<file path="config.mk">
export PLATFORM = sky130hd
export DESIGN_NAME = slrc_top
export DESIGN_NICKNAME = d
export VERILOG_FILES = /design/src/logic/slrc_pkg.sv /design/src/logic/slrc_top.sv
export VERILOG_INCLUDE_DIRS = /design/src /design/src/logic
export SDC_FILE = /design/constraint.sdc
export NUM_CORES = 1
export LEC_CHECK = 0
export BUFFER_PORTS_ARGS = -buffer_cell sky130_fd_sc_hd__buf_2
export CORE_MARGIN = 5
export CORE_UTILIZATION = 40
export DETAILED_ROUTE_END_ITERATION = 7
export GPL_TIMING_DRIVEN = 0
export SLEW_MARGIN = 0
export SYNTH_ARGS = -nofsm -noshare
export SYNTH_HDL_FRONTEND = slang
export SYNTH_SLANG_ARGS = --single-unit
</file>
<file path="constraint.sdc">
create_clock -name clk_sys -period 9.4 [get_ports clk_sys]
set_input_delay 1.88 -clock clk_sys [delete_from_list [all_inputs] [get_ports clk_sys]]
set_output_delay 1.88 -clock clk_sys [all_outputs]
set_load 0.01 [all_outputs]
</file>
<file path="src/logic/slrc_map.svh">
// constants of the serial link lock and reset control block
// assumes a 100 MHz system clock and an 8-bit AXI4-Lite byte address space
`ifndef SLRC_MAP_SVH
`define SLRC_MAP_SVH
// ----------------------------------------------------------------
// clock and timing
// ----------------------------------------------------------------
`define SLRC_CLK_KHZ 100000
`define SLRC_ADAPT_PERIOD_MS 1000
`define SLRC_SYNC_PERIOD 64
`define SLRC_SYNC_LOCK_N 4'h4
`define SLRC_MISS_MAX 256
`define SLRC_CAL_CYC 1024
`define SLRC_VID_N 16
`define SLRC_MAX_PKT 32
// ----------------------------------------------------------------
// register offsets and fields
// ----------------------------------------------------------------
`define SLRC_OFS_CTRL 8'h00
`define SLRC_OFS_STAT 8'h04
`define SLRC_CTRL_RST_ALL 0
`define SLRC_CTRL_ONESHOT 1
`define SLRC_CTRL_RST_LINK 2
`define SLRC_CTRL_LOCK_CFG 3
`define SLRC_CTRL_ADAPT_EN 4
`define SLRC_CTRL_ADAPT_RST 1'b1
`define SLRC_ST_LINK 0
`define SLRC_ST_VID 1
`define SLRC_ST_PLL 2
`define SLRC_ST_ALIGN 3
`define SLRC_ST_OFS 4
`define SLRC_ST_PIN 8
`define SLRC_RESP_OKAY 2'h0
`define SLRC_RESP_SLVERR 2'h2
// ----------------------------------------------------------------
// line code
// ----------------------------------------------------------------
`define SLRC_SPC_MASK 10'h2B2
`define SLRC_SCR_SEED 16'hACE1
`endif

</file>
<file path="src/logic/slrc_pkg.sv">
// types of the serial link lock and reset control block
// assumes slrc_map.svh is on the include path
package slrc_pkg;
`include "slrc_map.svh"
	// link start-up states, gray coded along the usual path
	typedef enum logic [2:0] {
		ST_BEACON = 3'h0,
		ST_SHAKE = 3'h1,
		ST_CAL = 3'h3,
		ST_LOCK = 3'h2
	} slrc_state_type;
	// the eight special symbols
	typedef enum logic [2:0] {
		SP_SYNC = 3'h0,
		SP_IDLE = 3'h1,
		SP_SOP = 3'h2,
		SP_EOP = 3'h3,
		SP_CTL0 = 3'h4,
		SP_CTL1 = 3'h5,
		SP_CTL2 = 3'h6,
		SP_CTL3 = 3'h7
	} slrc_special_type;
	// register bus request from the master
	typedef struct packed {
		logic awvalid;
		logic [7:0] awaddr;
		logic wvalid;
		logic [31:0] wdata;
		logic [3:0] wstrb;
		logic bready;
		logic arvalid;
		logic [7:0] araddr;
		logic rready;
	} slrc_axi_req_type;
	// register bus answer to the master
	typedef struct packed {
		logic awready;
		logic wready;
		logic bvalid;
		logic [1:0] bresp;
		logic arready;
		logic rvalid;
		logic [31:0] rdata;
		logic [1:0] rresp;
	} slrc_axi_rsp_type;
	// whole state of the block
	typedef struct packed {
		logic pd_s1;
		logic pd_s2;
		logic pll_s1;
		logic pll_s2;
		logic pin_s1;
		logic pin_s2;
		logic rst_all;
		logic oneshot;
		logic rst_link;
		logic lock_cfg;
		logic adapt_en;
		slrc_state_type state;
		logic aligned;
		logic [3:0] ofs;
		logic [3:0] hits;
		logic [15:0] miss;
		logic [31:0] tmr;
		logic [31:0] adapt_tmr;
		logic link_lock;
		logic vid_lock;
		logic [7:0] vid_cnt;
		logic [19:0] sh;
		logic [15:0] rx_lfsr;
		logic [8:0] rx_data;
		logic rx_vld;
		logic [15:0] tx_lfsr;
		logic [5:0] rd;
		logic [9:0] tx_sym;
		logic [15:0] scnt;
		logic [7:0] pkt;
		logic tx_rdy;
		logic adapt_pulse;
		logic ctrl_en;
		logic lock_oe;
		logic aw_got;
		logic [7:0] aw_addr;
		logic w_got;
		logic [31:0] wdata;
		logic [3:0] wstrb;
		slrc_axi_rsp_type rsp;
	} slrc_st_type;
	// special symbol: index tripled, then masked; any two differ in at least three bits
	function automatic logic [9:0] slrc_spc(input slrc_special_type idx);
		return {idx, idx, idx, 1'b0} ^ `SLRC_SPC_MASK;
	endfunction
	// true for any of the eight special symbols
	function automatic logic slrc_is_spc(input logic [9:0] sym);
		logic hit;
		hit = 1'b0;
		for (int i = 0; i < 8; i++)
			if (sym == slrc_spc(slrc_special_type'(3'(i))))
				hit = 1'b1;
		return hit;
	endfunction
	// one step of the scrambler sequence
	function automatic logic [15:0] slrc_lfsr_step(input logic [15:0] v);
		return {v[14:0], v[15] ^ v[13] ^ v[12] ^ v[10]};
	endfunction
	// state after reset
	function automatic slrc_st_type slrc_reset_state();
		slrc_st_type r;
		r = '0;
		r.adapt_en = `SLRC_CTRL_ADAPT_RST;
		r.state = ST_BEACON;
		r.rx_lfsr = `SLRC_SCR_SEED;
		r.tx_lfsr = `SLRC_SCR_SEED;
		r.tx_sym = slrc_spc(SP_IDLE);
		r.lock_oe = 1'b1;
		r.rsp.awready = 1'b1;
		r.rsp.wready = 1'b1;
		r.rsp.arready = 1'b1;
		return r;
	endfunction
endpackage

</file>
<file path="src/logic/slrc_top.sv">
// serial link lock detection, lock pin, link resets and line coding
// assumes rx_word arrives unaligned on clk_sys from the serdes, clk_sys comes
// from the reference pll, and pins are synchronised inside
//
// The register offsets and the AXI4-Lite slave port were chosen for this implementation.
`timescale 1ns/1ns
`include "slrc_map.svh"
module slrc_top
	import slrc_pkg::*;
#(
	parameter int unsigned ADAPT_CYC = `SLRC_ADAPT_PERIOD_MS * `SLRC_CLK_KHZ,
	parameter int SYNC_PER = `SLRC_SYNC_PERIOD,
	parameter int MISS_MAX = `SLRC_MISS_MAX,
	parameter int CAL_CYC = `SLRC_CAL_CYC,
	parameter int VID_N = `SLRC_VID_N,
	parameter int MAX_PKT = `SLRC_MAX_PKT
)
(
	input wire logic clk_sys,
	input wire logic srst,
	input wire logic powerdown_n_pin,
	input wire logic pll_lock_pin,
	input wire slrc_axi_req_type axi_req,
	output slrc_axi_rsp_type axi_rsp,
	input wire logic [9:0] rx_word,
	output logic [9:0] tx_sym,
	input wire logic [8:0] tx_data,
	input wire logic tx_valid,
	output logic tx_ready,
	output logic [8:0] rx_data,
	output logic rx_valid,
	input wire logic video_valid,
	output logic link_lock,
	output logic video_lock,
	output logic ctrl_en,
	output logic adapt_start,
	input wire logic lock_pin_i,
	output logic lock_pin_o,
	output logic lock_pin_oe
);
	// ----------------------------------------------------------------
	// state
	// ----------------------------------------------------------------
	slrc_st_type s_r; // registered state
	slrc_st_type s_nxt; // next state
	logic [9:0] hit_vec; // sync seen at each bit offset
	// ----------------------------------------------------------------
	// comma search at every offset of the two-word window
	// ----------------------------------------------------------------
	for (genvar k = 0; k < 10; k++)
	begin : g_comma
		assign hit_vec[k] = (s_r.sh[k +: 10] == slrc_spc(SP_SYNC));
	end
	// ----------------------------------------------------------------
	// next state
	// ----------------------------------------------------------------
	always_comb
	begin
		slrc_st_type t;
		logic [9:0] rw;
		logic [8:0] w;
		int fo;
		int d;
		int rdv;
		logic inv;
		logic take;
		logic sync_here;
		t = slrc_reset_state();
		rw = s_r.sh[s_r.ofs +: 10];
		w = tx_data ^ s_r.tx_lfsr[8:0];
		fo = 0;
		d = 2 * $countones(w) - 10;
		rdv = int'($signed(s_r.rd));
		inv = 1'b0;
		take = s_r.tx_rdy & tx_valid;
		sync_here = hit_vec[s_r.ofs];
		s_nxt = s_r;
		// pin synchronisers; the link runs on the reference-derived clock
		s_nxt.pd_s1 = powerdown_n_pin;
		s_nxt.pd_s2 = s_r.pd_s1;
		s_nxt.pll_s1 = pll_lock_pin;
		s_nxt.pll_s2 = s_r.pll_s1;
		s_nxt.pin_s1 = lock_pin_i;
		s_nxt.pin_s2 = s_r.pin_s1;
		// register bus: address and data taken in either order
		if (axi_req.awvalid && s_r.rsp.awready)
		begin
			s_nxt.aw_got = 1'b1;
			s_nxt.aw_addr = axi_req.awaddr;
		end
		if (axi_req.wvalid && s_r.rsp.wready)
		begin
			s_nxt.w_got = 1'b1;
			s_nxt.wdata = axi_req.wdata;
			s_nxt.wstrb = axi_req.wstrb;
		end
		if (s_r.rsp.bvalid && axi_req.bready)
			s_nxt.rsp.bvalid = 1'b0;
		// write performed once both halves are held
		if (s_nxt.aw_got && s_nxt.w_got && !s_nxt.rsp.bvalid)
		begin
			s_nxt.aw_got = 1'b0;
			s_nxt.w_got = 1'b0;
			s_nxt.rsp.bvalid = 1'b1;
			s_nxt.rsp.bresp = `SLRC_RESP_OKAY;
			case (s_nxt.aw_addr)
				`SLRC_OFS_CTRL:
				begin
					// only the low byte holds control bits
					if (s_nxt.wstrb[0])
					begin
						s_nxt.rst_all = s_nxt.wdata[`SLRC_CTRL_RST_ALL];
						s_nxt.oneshot = s_nxt.wdata[`SLRC_CTRL_ONESHOT];
						s_nxt.rst_link = s_nxt.wdata[`SLRC_CTRL_RST_LINK];
						s_nxt.lock_cfg = s_nxt.wdata[`SLRC_CTRL_LOCK_CFG];
						s_nxt.adapt_en = s_nxt.wdata[`SLRC_CTRL_ADAPT_EN];
					end
				end
				`SLRC_OFS_STAT:
					s_nxt.rsp.bresp = `SLRC_RESP_OKAY; // read-only, write ignored
				default:
					s_nxt.rsp.bresp = `SLRC_RESP_SLVERR; // unmapped
			endcase
		end
		// read: answered on the same edge that takes the address
		if (s_r.rsp.rvalid && axi_req.rready)
			s_nxt.rsp.rvalid = 1'b0;
		if (axi_req.arvalid && s_r.rsp.arready)
		begin
			s_nxt.rsp.rvalid = 1'b1;
			s_nxt.rsp.rdata = '0;
			s_nxt.rsp.rresp = `SLRC_RESP_OKAY;
			case (axi_req.araddr)
				`SLRC_OFS_CTRL:
				begin
					s_nxt.rsp.rdata[`SLRC_CTRL_RST_ALL] = s_r.rst_all;
					s_nxt.rsp.rdata[`SLRC_CTRL_ONESHOT] = s_r.oneshot;
					s_nxt.rsp.rdata[`SLRC_CTRL_RST_LINK] = s_r.rst_link;
					s_nxt.rsp.rdata[`SLRC_CTRL_LOCK_CFG] = s_r.lock_cfg;
					s_nxt.rsp.rdata[`SLRC_CTRL_ADAPT_EN] = s_r.adapt_en;
				end
				`SLRC_OFS_STAT:
				begin
					s_nxt.rsp.rdata[`SLRC_ST_LINK] = s_r.link_lock;
					s_nxt.rsp.rdata[`SLRC_ST_VID] = s_r.vid_lock;
					s_nxt.rsp.rdata[`SLRC_ST_PLL] = s_r.pll_s2;
					s_nxt.rsp.rdata[`SLRC_ST_ALIGN] = s_r.aligned;
					s_nxt.rsp.rdata[`SLRC_ST_OFS +: 4] = s_r.ofs;
					s_nxt.rsp.rdata[`SLRC_ST_PIN] = s_r.pin_s2;
				end
				default:
					s_nxt.rsp.rresp = `SLRC_RESP_SLVERR; // unmapped
			endcase
		end
		// ready flags for the next cycle
		s_nxt.rsp.awready = !s_nxt.aw_got && !s_nxt.rsp.bvalid;
		s_nxt.rsp.wready = !s_nxt.w_got && !s_nxt.rsp.bvalid;
		s_nxt.rsp.arready = !s_nxt.rsp.rvalid;
		// word alignment from the sync comma, video plays no part
		s_nxt.sh = {rx_word, s_r.sh[19:10]};
		for (int k = 9; k >= 0; k--)
			if (hit_vec[k])
				fo = k;
		if (!s_r.aligned)
		begin
			if (|hit_vec)
			begin
				s_nxt.aligned = 1'b1;
				s_nxt.ofs = 4'(fo);
				s_nxt.hits = 4'h1;
				s_nxt.miss = '0;
			end
		end
		else if (sync_here)
		begin
			s_nxt.miss = '0;
			if (s_r.hits != `SLRC_SYNC_LOCK_N)
				s_nxt.hits = s_r.hits + 4'h1;
		end
		else if (s_r.miss == 16'(MISS_MAX - 1))
		begin
			// syncs gone at the locked boundary: give up lock
			s_nxt.aligned = 1'b0;
			s_nxt.hits = '0;
			s_nxt.miss = '0;
		end
		else
			s_nxt.miss = s_r.miss + 16'h1;
		// descrambler, reseeded by each sync word
		s_nxt.rx_vld = 1'b0;
		if (s_r.aligned && rw == slrc_spc(SP_SYNC))
			s_nxt.rx_lfsr = `SLRC_SCR_SEED;
		else if (s_r.aligned && !slrc_is_spc(rw))
		begin
			s_nxt.rx_data = (rw[9] ? ~rw[8:0] : rw[8:0]) ^ s_r.rx_lfsr[8:0];
			s_nxt.rx_lfsr = slrc_lfsr_step(s_r.rx_lfsr);
			s_nxt.rx_vld = s_r.link_lock;
		end
		// start-up sequence: beacon, handshake, calibration, lock
		case (s_r.state)
			ST_BEACON:
				if (s_r.aligned && s_r.pll_s2 && !s_r.rst_link)
					s_nxt.state = ST_SHAKE;
			ST_SHAKE:
				if (s_r.hits == `SLRC_SYNC_LOCK_N)
				begin
					s_nxt.state = ST_CAL;
					s_nxt.tmr = '0;
				end
			ST_CAL:
				if (s_r.tmr == 32'(CAL_CYC - 1))
					s_nxt.state = ST_LOCK;
				else
					s_nxt.tmr = s_r.tmr + 32'h1;
			ST_LOCK:
				s_nxt.state = ST_LOCK;
			default:
				s_nxt.state = ST_BEACON;
		endcase
		// any loss of pll, alignment or a held reset restarts start-up
		if (!s_nxt.aligned || !s_r.pll_s2 || s_r.rst_link)
			s_nxt.state = ST_BEACON;
		s_nxt.link_lock = (s_nxt.state == ST_LOCK);
		// video lock starts only on a locked link
		if (s_nxt.link_lock && video_valid)
		begin
			if (s_r.vid_cnt != 8'(VID_N - 1))
				s_nxt.vid_cnt = s_r.vid_cnt + 8'h1;
			else
				s_nxt.vid_lock = 1'b1;
		end
		else
		begin
			s_nxt.vid_cnt = '0;
			s_nxt.vid_lock = 1'b0;
		end
		// periodic equalizer re-adapt while locked
		s_nxt.adapt_pulse = 1'b0;
		if (s_nxt.link_lock && s_r.adapt_en)
		begin
			if (s_r.adapt_tmr == ADAPT_CYC - 1)
			begin
				s_nxt.adapt_pulse = 1'b1;
				s_nxt.adapt_tmr = '0;
			end
			else
				s_nxt.adapt_tmr = s_r.adapt_tmr + 32'h1;
		end
		else
			s_nxt.adapt_tmr = '0;
		// transmit symbol choice
		if (s_r.state != ST_BEACON)
			s_nxt.scnt = (s_r.scnt == 16'(SYNC_PER - 1)) ? 16'h0 : s_r.scnt + 16'h1;
		else
			s_nxt.scnt = '0;
		s_nxt.pkt = take ? s_r.pkt + 8'h1 : 8'h0;
		if (s_r.rst_link)
			s_nxt.tx_sym = slrc_spc(SP_IDLE); // no connection attempts
		else if (s_r.state == ST_BEACON)
		begin
			s_nxt.tx_sym = slrc_spc(SP_SYNC); // beacon
			s_nxt.tx_lfsr = `SLRC_SCR_SEED;
		end
		else if (take)
		begin
			// balance: invert when the word pushes disparity further out
			inv = (rdv > 0 && d > 0) || (rdv < 0 && d < 0);
			s_nxt.tx_sym = inv ? {1'b1, ~w} : {1'b0, w};
			s_nxt.rd = 6'(inv ? rdv - d : rdv + d);
			s_nxt.tx_lfsr = slrc_lfsr_step(s_r.tx_lfsr);
		end
		else if (s_r.scnt == 16'(SYNC_PER - 1))
		begin
			s_nxt.tx_sym = slrc_spc(SP_SYNC);
			s_nxt.tx_lfsr = `SLRC_SCR_SEED;
		end
		else
			s_nxt.tx_sym = slrc_spc(SP_IDLE);
		// no data on a sync slot or after a full packet
		s_nxt.tx_rdy = s_nxt.link_lock && !s_nxt.rst_link
			&& (s_nxt.scnt != 16'(SYNC_PER - 1))
			&& (s_nxt.pkt != 8'(MAX_PKT));
		// pulse link reset: link restarts, registers kept
		if (s_r.oneshot)
		begin
			t.rst_link = s_nxt.rst_link;
			t.lock_cfg = s_nxt.lock_cfg;
			t.adapt_en = s_nxt.adapt_en;
			t.oneshot = 1'b0;
			t.pd_s1 = s_nxt.pd_s1;
			t.pd_s2 = s_nxt.pd_s2;
			t.pll_s1 = s_nxt.pll_s1;
			t.pll_s2 = s_nxt.pll_s2;
			t.pin_s1 = s_nxt.pin_s1;
			t.pin_s2 = s_nxt.pin_s2;
			t.aw_got = s_nxt.aw_got;
			t.aw_addr = s_nxt.aw_addr;
			t.w_got = s_nxt.w_got;
			t.wdata = s_nxt.wdata;
			t.wstrb = s_nxt.wstrb;
			t.rsp = s_nxt.rsp;
			s_nxt = t;
		end
		// full reset: trigger bit or powerdown pin low; bus answer survives
		if (s_r.rst_all || !s_r.pd_s2)
		begin
			t = slrc_reset_state();
			t.pd_s1 = s_nxt.pd_s1;
			t.pd_s2 = s_nxt.pd_s2;
			t.pll_s1 = s_nxt.pll_s1;
			t.pll_s2 = s_nxt.pll_s2;
			t.pin_s1 = s_nxt.pin_s1;
			t.pin_s2 = s_nxt.pin_s2;
			t.aw_got = s_nxt.aw_got;
			t.aw_addr = s_nxt.aw_addr;
			t.w_got = s_nxt.w_got;
			t.wdata = s_nxt.wdata;
			t.wstrb = s_nxt.wstrb;
			t.rsp = s_nxt.rsp;
			s_nxt = t;
		end
		// indicators derived from the final next state
		s_nxt.ctrl_en = s_nxt.link_lock && !s_nxt.rst_link;
		s_nxt.lock_oe = !(s_nxt.link_lock && (!s_nxt.lock_cfg || s_nxt.vid_lock));
	end
	// ----------------------------------------------------------------
	// state register
	// ----------------------------------------------------------------
	always_ff @(posedge clk_sys)
	begin
		if (srst)
			s_r <= slrc_reset_state();
		else
			s_r <= s_nxt;
	end
	// ----------------------------------------------------------------
	// outputs, all from the state register
	// ----------------------------------------------------------------
	assign axi_rsp = s_r.rsp;
	assign tx_sym = s_r.tx_sym;
	assign tx_ready = s_r.tx_rdy;
	assign rx_data = s_r.rx_data;
	assign rx_valid = s_r.rx_vld;
	assign link_lock = s_r.link_lock;
	assign video_lock = s_r.vid_lock;
	assign ctrl_en = s_r.ctrl_en;
	assign adapt_start = s_r.adapt_pulse;
	assign lock_pin_o = s_r.rst_all; // always low outside the trigger cycle
	assign lock_pin_oe = s_r.lock_oe;
endmodule

</file>
==> results by group <==
Run status
  • Status: complete, no violations

CTS
  • Post-CTS Setup Bufs: 0
  • CTS buffer count: 27
  • Clock sink total: 250
  • CTS H-Tree Depth: 1
  • CTS tree: done
  • Worst-path clk slew: around 0.060 ns
  • Clk root buf: clkbuf_16
  • Worst skew pair latency: roughly 0.55 ns
  • CTS Hold Bufs: 0
  • Post-CTS sizing: 0
  • CTS Buffer Depth: 3

Synth
  • Syn_area_per_cell: roughly 9 um^2
  • Post-Syn Instances: 1418
  • Post-Syn Area: around 13000 um^2
  • Ys flop type: dfxtp_1
  • Synth cell types: 82
  • Seq/Total Area, Yosys: 39.5%
  • Async S/R FF share, synth: 0%
  • Synth Register Bits: 250
  • Post-synth EDFFs: 0
  • Yosys warning total: 0

Route
  • DRC viols: 0
  • Drt pass-1 iters: 5
  • DR vias/cell: slightly above 5
  • Via count: between 10000 and 15000
  • Total Routed Length: 29.6 mm
  • DR iter-0 viols: 506
  • ANT nets after route: 0
  • Avg WL per Cell: 14.9 um

Cells and area
  • Commonest non-fill, non-tap cell in the layout: dfxtp_1
  • Diode count: 0
  • Commonest cells after routing, fill and taps aside: dfxtp_1, nor2_1, nand2_1
  • Layout area overhead: 15.9%
  • Layout Utilization: 46.7%
  • Fin nets: between 1500 and 2000
  • FILL cells: 3057
  • Share of layout cells above drive strength 1: 17.5%

Pwr
  • Pwr dens: 166 nW/um^2
  • VDD IR max: between 100 and 150 uV
  • Leak: around 5.3 nW

Timing
  • Final Skew: about 0.014 ns
  • Period utilisation layout: between 80 and 90%
  • Final Setup Violations: 0
  • Setup repair after global routing missed its margin: no
  • Least-Margin Pin Slew: just over 1 ns
  • Final slew viol count: 0
  • Setup TNS Final: 0 ns
  • Fin crit period: approximately 8 ns
  • FMAX: 128 MHz
  • Final hold violations: 0
  • Rel. slew slack: 31.3%

Run
  • Max-Cap Viols: 0

Floorplan
  • Die Width: between 150 and 200 um
  • Core Area: approximately 31000 um^2
  • Io pins: 151
  • Starting density of the core: around 40%
  • Die H: between 150 and 200 um
  • Die area: 35300 um^2
  • Site row count: between 60 and 70

GRT
  • Global route overflow: 0
  • Antenna violations before repair: 0
  • Pin count of the biggest net entering global routing: 15
  • GR Util All Layers: ~16%
  • First-pass GRT wire length: around 50 mm
  • Number of global-route vias before repair: 9968

Critical path
  • Kind of critical path: in2reg
  • Required time of the critical path: between 9 and 10 ns
  • Critical path launch point type: input pin
  • CP arrival: 8.28 ns
  • CP endpoint kind: flop
  • CP Max Fanout: 10

Hold path
  • Hold WC Path Type: reg2reg

Placement
  • Hpwl dp: 21.6 mm
  • I/O Buffers: 94
  • GPL Wtd Cong: roughly 0.84
## critical path: stages
cell and delay [ns]:
buf_2 0.10, xnor2_1 0.29, fa_1 0.50, fa_1 0.52, fa_1 0.52, fa_1 0.47
fa_1 0.39, xor2_1 0.26, inv_1 0.11, ha_1 0.21, nor2b_1 0.14, o221ai_1 0.23
a22oi_1 0.13, o21ai_0 0.22, nand2_1 0.22, clkbuf_1 0.33, nor2_1 0.16, a21oi_1 0.09
fa_1 0.47, a21o_1 0.19, a21oi_1 0.16, xnor2_1 0.10, xnor2_1 0.24, a21oi_1 0.10
a31o_2 0.23
## flip-flops by register name (all words and copies together) (netlist names), named ones only
signal	cells
s_r	206
adapt_start	1
tx_ready	1
rx_valid	1
video_lock	1
lock_pin_o	1
rx_data	9
ctrl_en	1
lock_pin_oe	1
axi_rsp	16
tx_sym	10
link_lock	1
## final cells by class
class | instances | area, um^2 | area share (%)
Buffer | 115 | 722 | 4.92
Tap cell | 402 | 503 | 3.43
Clock buffer | 35 | 766 | 5.22
Multi-Input combinational cell | 1044 | 6900 | 47.1
Timing Repair Buffer | 95 | 475 | 3.24
Inverter | 34 | 128 | 0.870
Clock inverter | 13 | 170 | 1.16
Sequential cell | 250 | 5000 | 34.1
## worst paths after layout
kind,slack [ns],end,from,depth (start not counted)
min,0.44,s_r[300],s_r[301],1
min reg2reg,0.44,s_r[300],s_r[301],1
max reg2reg,2.63,s_r[130],s_r[132],24
max,1.56,s_r[130],tx_data[1],25
## cell families (layout without fill, tap and decap cells)
family | count (synthesis) | after routing | share of synthesized area [%]
flops | 250 | 250 | 39.5
buf+inv | 149 | 292 | 6.71
compound gates | 165 | 165 | 9.29
xor+xnor | 147 | 147 | 10.2
simple gates | 615 | 615 | 24.5
fa+ha+maj | 28 | 28 | 3.12
other cells | 1 | 26 | 0.0296
mux | 63 | 63 | 6.65
## routing by layer
metal | vias to the layer above | global-route usage [%] | routed length [um]
met5 | - | 0 | 0
li1 | 5118 | - | -
met1 | 4850 | 22.5 | 14000
met4 | 0 | 4.52 | 702
met2 | 189 | 27.6 | 13800
met3 | 43 | 1.86 | 987
## where the power goes
group / switching [mW] / internal (mW)
clock: 0.447 / 0.659
combinational: 0.132 / 0.115
sequential: 0.00850 / 1.08
## through the flow
step / setup WS, ns / instances / area [um^2] / total power [mW] / hold slack [ns]
after floorplan: 1.71 / 1443 / 12800 / 1.30 / 0.414
after global placement: 1.04 / 1939 / 13700 / 1.35 / 0.431
after detailed placement: 0.924 / 1940 / 13700 / 1.36 / 0.436
after CTS: 1.49 / 1988 / 14700 / 2.47 / 0.449
after global routing: 0.983 / 1988 / 14700 / 2.54 / 0.467
final: 1.56 / 1988 / 14700 / 2.44 / 0.441
## cell usage after synthesis (6+ instances only)
master	instances	area, um^2
nand3b_1	8	60.1
or2_2	6	37.5
nor3b_1	9	67.6
buf_2	10	50.1
and4_1	7	61.3
xnor2_1	93	815
nor2_1	186	698
a22oi_1	14	105
buf_4	64	480
o22ai_1	7	43.8
and3_1	20	125
and2_1	28	175
nor4b_1	12	105
a31oi_1	9	56.3
dfxtp_1	250	5000
a21o_1	6	45.0
fa_1	6	120
a211oi_1	6	45.0
nor2b_1	28	175
xor2_1	54	473
nor3_1	49	245
buf_1	6	22.5
nor4_1	26	163
mux2i_1	37	370
clkbuf_1	30	113
a21oi_1	49	245
nand3_1	58	290
o21ai_0	20	100
o21ai_1	6	30.0
inv_1	32	120
a211oi_2	12	150
nand2b_1	16	100
nand4_1	22	138
mux4_2	12	270
ha_1	22	275
or3_1	10	62.6
mux2_2	9	101
nand2_1	110	413
No activity file was read; power rests on OpenSTA's default activity.
